==> src/core/pwmrlb_pkg.sv <==
// Constants and types shared by the PWM run, load and brake control block
package pwmrlb_pkg;
    // Geometry
    localparam int NCH = 8;                 // PWM outputs
    localparam int CW  = 12;                // Counter and compare width
    localparam int AW  = 8;                 // APB address width
    localparam int DW  = 32;                // APB data width
    localparam int NFL = 2;                 // Sticky event flags

    // Register byte offsets
    localparam logic [AW-1:0] A_CTRL = 8'h00; // pwm_run_load_control_reg
    localparam logic [AW-1:0] A_BRK  = 8'h04; // brake_control_reg
    localparam logic [AW-1:0] A_BLVL = 8'h08; // brake_output_state_reg
    localparam logic [AW-1:0] A_FLAG = 8'h0C; // pwm_output_mode_flag_reg
    localparam logic [AW-1:0] A_INV  = 8'h10; // Per-output invert bits
    localparam logic [AW-1:0] A_MASK = 8'h14; // Interrupt mask
    localparam logic [AW-1:0] A_PER  = 8'h18; // Buffered period
    localparam logic [AW-1:0] A_CMP0 = 8'h20; // Buffered compare 0..7

    // Compare window decode
    localparam int CMP_LSB = 2;
    localparam int CMP_MSB = 4;

    // Field positions
    localparam int B_RUN  = 7;              // generator_run_bit
    localparam int B_LOAD = 6;              // Load request
    localparam int B_HALT = 7;              // brake_when_halted_select
    localparam int B_POL  = 6;              // brake_pin_polarity
    localparam int B_PEN  = 5;              // pin_brake_enable
    localparam int B_BEN  = 4;              // brake_enable_bit
    localparam int B_BKF  = 0;              // brake_flag
    localparam int B_LDF  = 1;              // Load-done flag

    // Reset values and masks
    localparam logic [7:0]     RST_8    = 8'h00;
    localparam logic [7:0]     BRK_WMSK = 8'hF0;
    localparam logic [CW-1:0]  RST_PER  = 12'hFFF;
    localparam logic [CW-1:0]  RST_CMP  = 12'h000;
    localparam logic [NFL-1:0] RST_FL   = 2'h0;
    localparam logic [DW-1:0]  RD_ZERO  = 32'h0000_0000;

    // Brake source selected by the control bits
    typedef enum logic [2:0] {BS_OFF, BS_ALWAYS, BS_HALTED, BS_PIN, BS_FLAG_ONLY} pwmrlb_bsrc_t;

    // Decode enable, halted select and pin enable into a source
    function automatic pwmrlb_bsrc_t pwmrlb_src(input logic ben, input logic halt,
                                                input logic pen);
        pwmrlb_bsrc_t s;
        s = BS_OFF;
        if (ben)
            s = halt ? (pen ? BS_FLAG_ONLY : BS_HALTED) : (pen ? BS_PIN : BS_ALWAYS);
        return s;
    endfunction
endpackage

==> src/core/pwmrlb_gen_if.sv <==
// Control-to-generator link of the PWM block
interface pwmrlb_gen_if;
    import pwmrlb_pkg::*;
    logic                run;
    logic                load_req;
    logic [CW-1:0]       period;
    logic [CW-1:0]       cmp [NCH];
    logic [NCH-1:0]      wave;
    logic                load_done;
    modport ctl (output run, output load_req, output period, output cmp,
                 input wave, input load_done);
    modport gen (input run, input load_req, input period, input cmp,
                 output wave, output load_done);
endinterface

==> src/core/pwmrlb_sync.sv <==
// Two-flop synchroniser for the external brake pin
module pwmrlb_sync
#(
    parameter int STAGES = 2
)
(
    input  wire logic clk_i,
    input  wire logic rst_n_i,
    input  wire logic d_i,
    output logic      q_o
);
    logic [STAGES-1:0] sh_reg;

    // Only the last stage is looked at
    always_ff @(posedge clk_i or negedge rst_n_i)
    begin
        if (!rst_n_i)
            sh_reg <= '0;
        else
            sh_reg <= {sh_reg[STAGES-2:0], d_i};
    end
    assign q_o = sh_reg[STAGES-1];
endmodule // pwmrlb_sync

==> src/core/pwmrlb_gen.sv <==
// Period counter, active registers and raw waveform of the eight outputs
module pwmrlb_gen
    import pwmrlb_pkg::*;
(
    input  wire logic   clk_i,
    input  wire logic   rst_n_i,
    pwmrlb_gen_if.gen   gi
);
    logic [CW-1:0]  cnt_reg;
    logic [CW-1:0]  per_act_reg;
    logic [CW-1:0]  cmp_act_reg [NCH];
    logic [NCH-1:0] wave_reg;
    logic           wrap;
    logic           xfer;

    // Transfer at period end, or at once while idle, so no glitch mid-period
    assign wrap         = gi.run && (cnt_reg >= per_act_reg);
    assign xfer         = gi.load_req && (!gi.run || wrap);
    assign gi.load_done = xfer;
    assign gi.wave      = wave_reg;

    // Counter stops while not running, which freezes the waveform
    always_ff @(posedge clk_i or negedge rst_n_i)
    begin
        if (!rst_n_i)
            cnt_reg <= RST_CMP;
        else if (wrap)
            cnt_reg <= RST_CMP;
        else if (gi.run)
            cnt_reg <= cnt_reg + 1'b1;
    end

    // Buffered values become active
    always_ff @(posedge clk_i or negedge rst_n_i)
    begin
        if (!rst_n_i)
            per_act_reg <= RST_PER;
        else if (xfer)
            per_act_reg <= gi.period;
    end

    genvar n;
    generate
        for (n = 0; n < NCH; n++)
        begin : g_ch
            always_ff @(posedge clk_i or negedge rst_n_i)
            begin
                if (!rst_n_i)
                    cmp_act_reg[n] <= RST_CMP;
                else if (xfer)
                    cmp_act_reg[n] <= gi.cmp[n];
            end

            // Output holds its level whenever the generator is stopped
            always_ff @(posedge clk_i or negedge rst_n_i)
            begin
                if (!rst_n_i)
                    wave_reg[n] <= 1'b0;
                else if (gi.run)
                    wave_reg[n] <= (cnt_reg < cmp_act_reg[n]);
            end
        end
    endgenerate
endmodule // pwmrlb_gen

==> src/core/pwmrlb_top.sv <==
// PWM run, load and brake control with APB register access
// How it works
// - each output has an invert bit that complements its waveform
// - setting load copies buffered period and compares into active registers
// - run bit set means generator runs, clear means idle; here any active brake also stops the generator while run is set
// - during brake all outputs show their brake-state register levels
// - with brake enabled, halted select and pin enable pick the source
// - halted select set with pin enable clear brakes whenever run is clear
// - pin brake acts when synchronised pin equals polarity bit
// - pin brake clears run and sets the brake flag
// - halted select plus pin enable only sets the flag
// - brake flag is readable and can raise the interrupt
// - after brake ends outputs resume their pre-brake levels
// - hardware clears load once the transfer is done
//
// Decided for this implementation: the register addresses and the APB interface to the registers.
module pwmrlb_top
    import pwmrlb_pkg::*;
(
    input  wire logic           clk_sys_i,
    input  wire logic           rst_n_i,
    input  wire logic           psel_i,
    input  wire logic           penable_i,
    input  wire logic           pwrite_i,
    input  wire logic [AW-1:0]  paddr_i,
    input  wire logic [DW-1:0]  pwdata_i,
    output logic [DW-1:0]       prdata_o,
    output logic                pready_o,
    output logic                pslverr_o,
    input  wire logic           brake_pin_i,
    output logic [NCH-1:0]      pwm_o,
    output logic                irq_o
);
    logic           rst_s1_reg;
    logic           rst_n;
    logic           run_reg;
    logic           load_reg;
    logic [7:0]     brk_reg;
    logic [NCH-1:0] blvl_reg;
    logic [NFL-1:0] flag_reg;
    logic [NFL-1:0] flag_next;
    logic [NFL-1:0] mask_reg;
    logic [NCH-1:0] inv_reg;
    logic [CW-1:0]  per_reg;
    logic [CW-1:0]  cmp_reg [NCH];
    logic [NCH-1:0] pwm_reg;
    logic [NCH-1:0] pwm_next;
    logic [DW-1:0]  prdata_reg;
    logic [DW-1:0]  rd_val;
    logic [7:0]     ctrl_vec;
    logic           pin_s;
    logic           pin_act;
    logic           pin_evt;
    logic           pin_stop;
    logic           brake_on;
    pwmrlb_bsrc_t   bsrc;
    pwmrlb_gen_if   gi ();

    // Reset released through two flops, asserted at once
    always_ff @(posedge clk_sys_i or negedge rst_n_i)
    begin
        if (!rst_n_i)
        begin
            rst_s1_reg <= 1'b0;
            rst_n      <= 1'b0;
        end
        else
        begin
            rst_s1_reg <= 1'b1;
            rst_n      <= rst_s1_reg;
        end
    end

    // APB decode; zero wait states, unmapped addresses answer with an error
    wire acc     = psel_i && penable_i;
    wire wr      = acc && pwrite_i;
    wire h_ctrl  = (paddr_i == A_CTRL);
    wire h_brk   = (paddr_i == A_BRK);
    wire h_blvl  = (paddr_i == A_BLVL);
    wire h_flag  = (paddr_i == A_FLAG);
    wire h_inv   = (paddr_i == A_INV);
    wire h_mask  = (paddr_i == A_MASK);
    wire h_per   = (paddr_i == A_PER);
    wire h_cmp   = (paddr_i[AW-1:CMP_MSB+1] == A_CMP0[AW-1:CMP_MSB+1]);
    localparam int CIW = CMP_MSB - CMP_LSB + 1;
    wire [CIW-1:0] cidx = paddr_i[CMP_MSB:CMP_LSB];
    wire hit     = h_ctrl | h_brk | h_blvl | h_flag | h_inv | h_mask | h_per | h_cmp;
    wire w_ctrl  = wr && h_ctrl;
    wire w_set_ld = w_ctrl && pwdata_i[B_LOAD];
    assign pready_o  = 1'b1;
    assign pslverr_o = acc && !hit;

    // Brake source decode and pin comparison
    assign bsrc     = pwmrlb_src(brk_reg[B_BEN], brk_reg[B_HALT], brk_reg[B_PEN]);
    assign pin_act  = (pin_s == brk_reg[B_POL]);
    assign pin_evt  = pin_act && (bsrc == BS_PIN || bsrc == BS_FLAG_ONLY);
    assign pin_stop = pin_act && (bsrc == BS_PIN);
    assign brake_on = (bsrc == BS_ALWAYS)
                    || (bsrc == BS_HALTED && !run_reg)
                    || (bsrc == BS_PIN && pin_act);

    // Generator link; stopping it during brake keeps the last levels
    assign gi.run      = run_reg && !brake_on;
    assign gi.load_req = load_reg;
    assign gi.period   = per_reg;
    assign gi.cmp      = cmp_reg;

    // Brake levels override, inversion applies only to the waveform
    assign pwm_next = brake_on ? blvl_reg : (gi.wave ^ inv_reg);
    assign pwm_o    = pwm_reg;

    // Sticky flags: a new event wins over a same-cycle clear
    assign flag_next = (flag_reg & ~((wr && h_flag) ? pwdata_i[NFL-1:0] : RST_FL))
                     | {gi.load_done, pin_evt};
    assign irq_o     = |(flag_reg & mask_reg);

    // Read view of the run/load register
    always_comb
    begin
        ctrl_vec         = RST_8;
        ctrl_vec[B_RUN]  = run_reg;
        ctrl_vec[B_LOAD] = load_reg;
    end

    assign rd_val = h_ctrl ? {24'h000000, ctrl_vec}
                  : h_brk  ? {24'h000000, brk_reg}
                  : h_blvl ? {24'h000000, blvl_reg}
                  : h_flag ? {30'h00000000, flag_reg}
                  : h_inv  ? {24'h000000, inv_reg}
                  : h_mask ? {30'h00000000, mask_reg}
                  : h_per  ? {20'h00000, per_reg}
                  : h_cmp  ? {20'h00000, cmp_reg[cidx]}
                  : RD_ZERO;
    assign prdata_o = prdata_reg;

    pwmrlb_sync #(.STAGES(2)) u_sync (
        .clk_i   (clk_sys_i),
        .rst_n_i (rst_n),
        .d_i     (brake_pin_i),
        .q_o     (pin_s)
    );

    pwmrlb_gen u_gen (
        .clk_i   (clk_sys_i),
        .rst_n_i (rst_n),
        .gi      (gi.gen)
    );

    // Read data captured in the setup phase, stable through access
    always_ff @(posedge clk_sys_i or negedge rst_n)
    begin
        if (!rst_n)
            prdata_reg <= RD_ZERO;
        else if (psel_i && !penable_i && !pwrite_i)
            prdata_reg <= rd_val;
    end

    // Run bit: a pin brake beats a software write, so a stuck pin wins
    always_ff @(posedge clk_sys_i or negedge rst_n)
    begin
        if (!rst_n)
            run_reg <= 1'b0;
        else if (pin_stop)
            run_reg <= 1'b0;
        else if (w_ctrl)
            run_reg <= pwdata_i[B_RUN];
    end

    // Load bit: set by software, cleared by hardware after the transfer
    always_ff @(posedge clk_sys_i or negedge rst_n)
    begin
        if (!rst_n)
            load_reg <= 1'b0;
        else if (w_set_ld)
            load_reg <= 1'b1;
        else if (gi.load_done)
            load_reg <= 1'b0;
    end

    // Flags, output register and plain configuration
    always_ff @(posedge clk_sys_i or negedge rst_n)
    begin
        if (!rst_n)
        begin
            flag_reg <= RST_FL;
            pwm_reg  <= RST_8;
        end
        else
        begin
            flag_reg <= flag_next;
            pwm_reg  <= pwm_next;
        end
    end

    always_ff @(posedge clk_sys_i or negedge rst_n)
    begin
        if (!rst_n)
        begin
            brk_reg  <= RST_8;
            blvl_reg <= RST_8;
            inv_reg  <= RST_8;
            mask_reg <= RST_FL;
            per_reg  <= RST_PER;
        end
        else if (wr)
        begin
            if (h_brk)  brk_reg  <= pwdata_i[7:0] & BRK_WMSK;
            if (h_blvl) blvl_reg <= pwdata_i[NCH-1:0];
            if (h_inv)  inv_reg  <= pwdata_i[NCH-1:0];
            if (h_mask) mask_reg <= pwdata_i[NFL-1:0];
            if (h_per)  per_reg  <= pwdata_i[CW-1:0];
        end
    end

    genvar n;
    generate
        for (n = 0; n < NCH; n++)
        begin : g_cmp
            always_ff @(posedge clk_sys_i or negedge rst_n)
            begin
                if (!rst_n)
                    cmp_reg[n] <= RST_CMP;
                else if (wr && h_cmp && cidx == CIW'(n))
                    cmp_reg[n] <= pwdata_i[CW-1:0];
            end
        end
    endgenerate
endmodule // pwmrlb_top

==> config.mk <==
export PLATFORM = sky130hd
export DESIGN_NAME = pwmrlb_top
export DESIGN_NICKNAME = d
export VERILOG_FILES = /design/src/core/pwmrlb_pkg.sv /design/src/core/pwmrlb_gen_if.sv /design/src/core/pwmrlb_sync.sv /design/src/core/pwmrlb_gen.sv /design/src/core/pwmrlb_top.sv
export SDC_FILE = /design/constraint.sdc
export NUM_CORES = 1
export LEC_CHECK = 0
export ABC_AREA = 1
export BUFFER_PORTS_ARGS = -buffer_cell sky130_fd_sc_hd__buf_2
export CELL_PAD_IN_SITES_DETAIL_PLACEMENT = 1
export CELL_PAD_IN_SITES_GLOBAL_PLACEMENT = 1
export CORE_ASPECT_RATIO = 1.75
export CORE_MARGIN = 5
export CORE_UTILIZATION = 46
export DETAILED_ROUTE_END_ITERATION = 8
export MAX_ROUTING_LAYER = met4
export PLACE_DENSITY = 0.83
export SYNTH_ARGS = -nofsm -noshare
export SYNTH_HDL_FRONTEND = slang
export SYNTH_SLANG_ARGS = --single-unit
==> constraint.sdc <==
create_clock -name clk_sys_i -period 9.79 [get_ports clk_sys_i]
set_clock_uncertainty 0.1 [all_clocks]
set_input_delay 1.4685 -clock clk_sys_i [delete_from_list [all_inputs] [get_ports clk_sys_i]]
set_output_delay 1.4685 -clock clk_sys_i [all_outputs]
set_load 0.02 [all_outputs]
==> qor.yml <==
p_int_uw: 1870
mappedNetlistArea_sq_um: 14800
ff_to_ff_path_depth: 9
detailedRoute.firstPassIterationCount: 5
post_route_antenna_net_violation_count: 0
fin_crit_ns: 4.68
path_delay_family: "buffers and inverters"
power.share.switching_pct: 25.0
wire_per_inst_um: 22.2
p_comb_share_pct: 6.0
grt_first_pass_wirelength_mm: 77.3
height_of_the_die_um: 247
synth-edff-count: 0
drive_gt1_share_pct: 7.89
proportion_of_synthesized_area_in_mux_cells_pct: 0
core-area_sq_um: 32000
regToRegStartpoint: "u_gen.cnt_reg[11]$_DFFE_PN0P_"
io_buffers: 47
cts.hold.buffers_added: 0
pin_count_of_the_biggest_net_entering_global_routing: 175
crit_cells: 6
clock-sinks: 286
synthAdderAreaFrac_pct: 8.63
power_switching_uw: 624
route.detailed.vias_per_inst: 5.73
worstMarginPinSlew_ns: 1.18
routabilityCongestion: 0.960
seq_power_share_pct: 49.4
grt_pass1_vias: 13900
critPathMaxStageDelay_ns: 0.49
cts_buffer_depth: 3
post-synth-top-area-cell: "dfrtp_1"
worstPathMaxFanout: 21
regToRegEndpoint: "u_gen.cmp_act_reg[3]$_DFFE_PN0P_"
timing.setup.critical_path_class: "in -> out"
synth_sequential_area_ratio_pct: 48.6
vdd.ir_drop.worst_v: 0.000162
synth_top_cells_by_area: "dfrtp_1 (44%), nand2_1 (14%), ha_1 (8.6%)"
finalHoldViolCount: 0
area.growth.synth_to_final_pct: 8.85
numCtsBuffers: 28
synth.most_common_cell: "nand2_1"
path_class_of_the_lowest_slack_min_delay_path: "reg -> async"
critical_path.startpoint: "paddr_i[4]"
clock_tree_from_tritoncts: "done"
syn_inst: 1794
critPathRequiredTime_ns: 8.22
layout.filler_cells: 3955
critical_path.cell_chain: "buf_2 -> nor2_1 -> nand2_1 -> nor2_1 -> a2111oi_0 -> buf_2"
grt_setup_unrepaired: "no"
antenna_found_initial: 0
dp_hpwl_mm: 33.7
timing.slew.headroom_pct: 21.1
synthDominantCellAreaShare_pct: 44.4
dieArea_sq_um: 36000
instances_no_fill: 2224
power_leakage_uw: 0.00790
wl_mm: 49.5
crit_end: "pslverr_o"
vias: 12700
tcrit_tclk_final_pct: 47.8
cts_root_buffer: "clkbuf_16"
ys_ff_latch: 286
drtIter0Drc: 737
worst_path_max_delay_cell: "buf_2"
antenna-diode-count: 0
floorplan.rows: 87
library_cells_used_by_synthesis: 41
drc: 0
post-cts-setup-buffers: 0
element_type_at_the_critical_path_end: "output port"
arrival_time_at_the_worst_endpoint_ns: 3.12
clock_tree.htree_level_count: 1
nNetsFinal: 1950
synth-simple-area-share_pct: 22.4
cts_resized: 0
totalPowerFinal_uw: 2500
grt-ovfl-total: 0
power.clock.fraction_pct: 44.6
synth_compound_area_share_pct: 11.0
yosys_warnings: 0
floorplan.initialDensity_pct: 46.2
run_status: "completed"
worst-path-buf-inv: 2
postSynth.asyncResetShare_pct: 100
post_synth.cell_area_avg_sq_um: 8.24
synth_top_cells_by_count: "nand2_1 (555), dfrtp_1 (262), o21ai_0 (184)"
fmax_mhz: 214
ys_dominant_reg_cell: "dfrtp_1"
synth_top_family_by_area: "simple AND/OR/NAND/NOR gates"
boundaryPins: 89
r2r_setup_slack_ns: 5.41
maxCapViolations: 0
setup-tns-final_ns: 0
synth_xor_xnor_area_share_pct: 1.01
die_x_um: 146
cts.clk_slew.worst_paths_ns: 0.07
finalMaxSlewViolations: 0
placed_cells: 2172
global_route.usage.total_pct: 28.2
crit_path_start_kind: "input pin"
setup_viol: 0
power.density_cell_area_nw_per_um2: 155
clock_insertion_delay_worst_skew_ns: 0.57
worst min-delay path by stage:
stage,to,slack (ns)
floorplan,rst_n$_DFF_PN0_,0.23
global placement,cmp_reg[45]$_DFFE_PN0P_,0.22
detailed placement,u_gen.cmp_act_reg[47]$_DFFE_PN0P_,0.23
CTS,u_gen.cmp_act_reg[47]$_DFFE_PN0P_,0.23
global route,u_gen.cmp_act_reg[47]$_DFFE_PN0P_,0.26
finish,u_gen.cmp_act_reg[47]$_DFFE_PN0P_,0.21
layout make-up:
class,count,area [sq um],area share (%)
sequential,286,7190,44.7
multi-input combinational,1250,6460,40.1
clock buffer,45,866,5.38
inverter,177,664,4.13
tap,400,500,3.11
timing repair buffer,59,338,2.10
clock inverter,7,70.1,0.436
layer usage:
metal / GRT usage (%) / share of wire [%]
met1: 28.7 / 35
met2: 50.7 / 52
met3: 2.55 / 3.8
met4: 19.9 / 8.6
met5: - / 0
layout by cell type (no fill, tap or decap), types with 12 or more instances in the layout:
cell       synthesis  layout
a21oi_1           90      90
a22oi_1           12      12
buf_2             23      47
clkbuf_16          0      29
conb_1             2      22
dfrtp_1          262     260
dfstp_2           24      24
ha_1             102     102
inv_1            175     175
nand2_1          555     555
nand3_1          139     139
nand4_1           21      21
nor2_1            63      63
o21ai_0          184     184
o21ai_1           12      12
cells by family (layout without fill, tap and decap cells):
| group | Yosys count | count (layout) |
|---|---|---|
| DFF | 286 | 286 |
| AOI/OAI and AO/OA | 311 | 311 |
| adders and majority gates | 102 | 102 |
| and+or+nand+nor | 798 | 798 |
| xor gates and xnor gates | 17 | 17 |
| buffers and inverters | 278 | 288 |
| other | 2 | 22 |
worst register-to-register path, stage by stage, from the launching register on:
cell and delay [ns]:
dfrtp_1 0.78, ha_1 0.39, a21oi_1 0.16, o21a_1 0.25, nand2_1 0.08, nor2_1 0.25
nand3_4 0.49, nand2_4 0.69, buf_4 0.77, o21ai_0 0.24
through the flow:
stage	area, sq um	hold WS [ns]	setup WS (ns)	utilization [%]
after CTS	16100	0.234	5.18	50.3
after detailed placement	15200	0.228	5.19	47.3
after global routing	16100	0.260	5.06	50.3
after global placement	15200	0.218	5.21	47.3
after floorplan	14900	0.231	1.17	-
final	16100	0.210	5.11	50.3
power by group through the flow:
stage / combinational (uW) / clock (uW) / sequential (uW)
floorplan: 79.2 / 0 / 1270
global placement: 141 / 0 / 1250
detailed placement: 146 / 0 / 1260
CTS: 149 / 1120 / 1230
global route: 164 / 1180 / 1240
finish: 149 / 1110 / 1240
No activity file was read; power rests on OpenSTA's default activity.
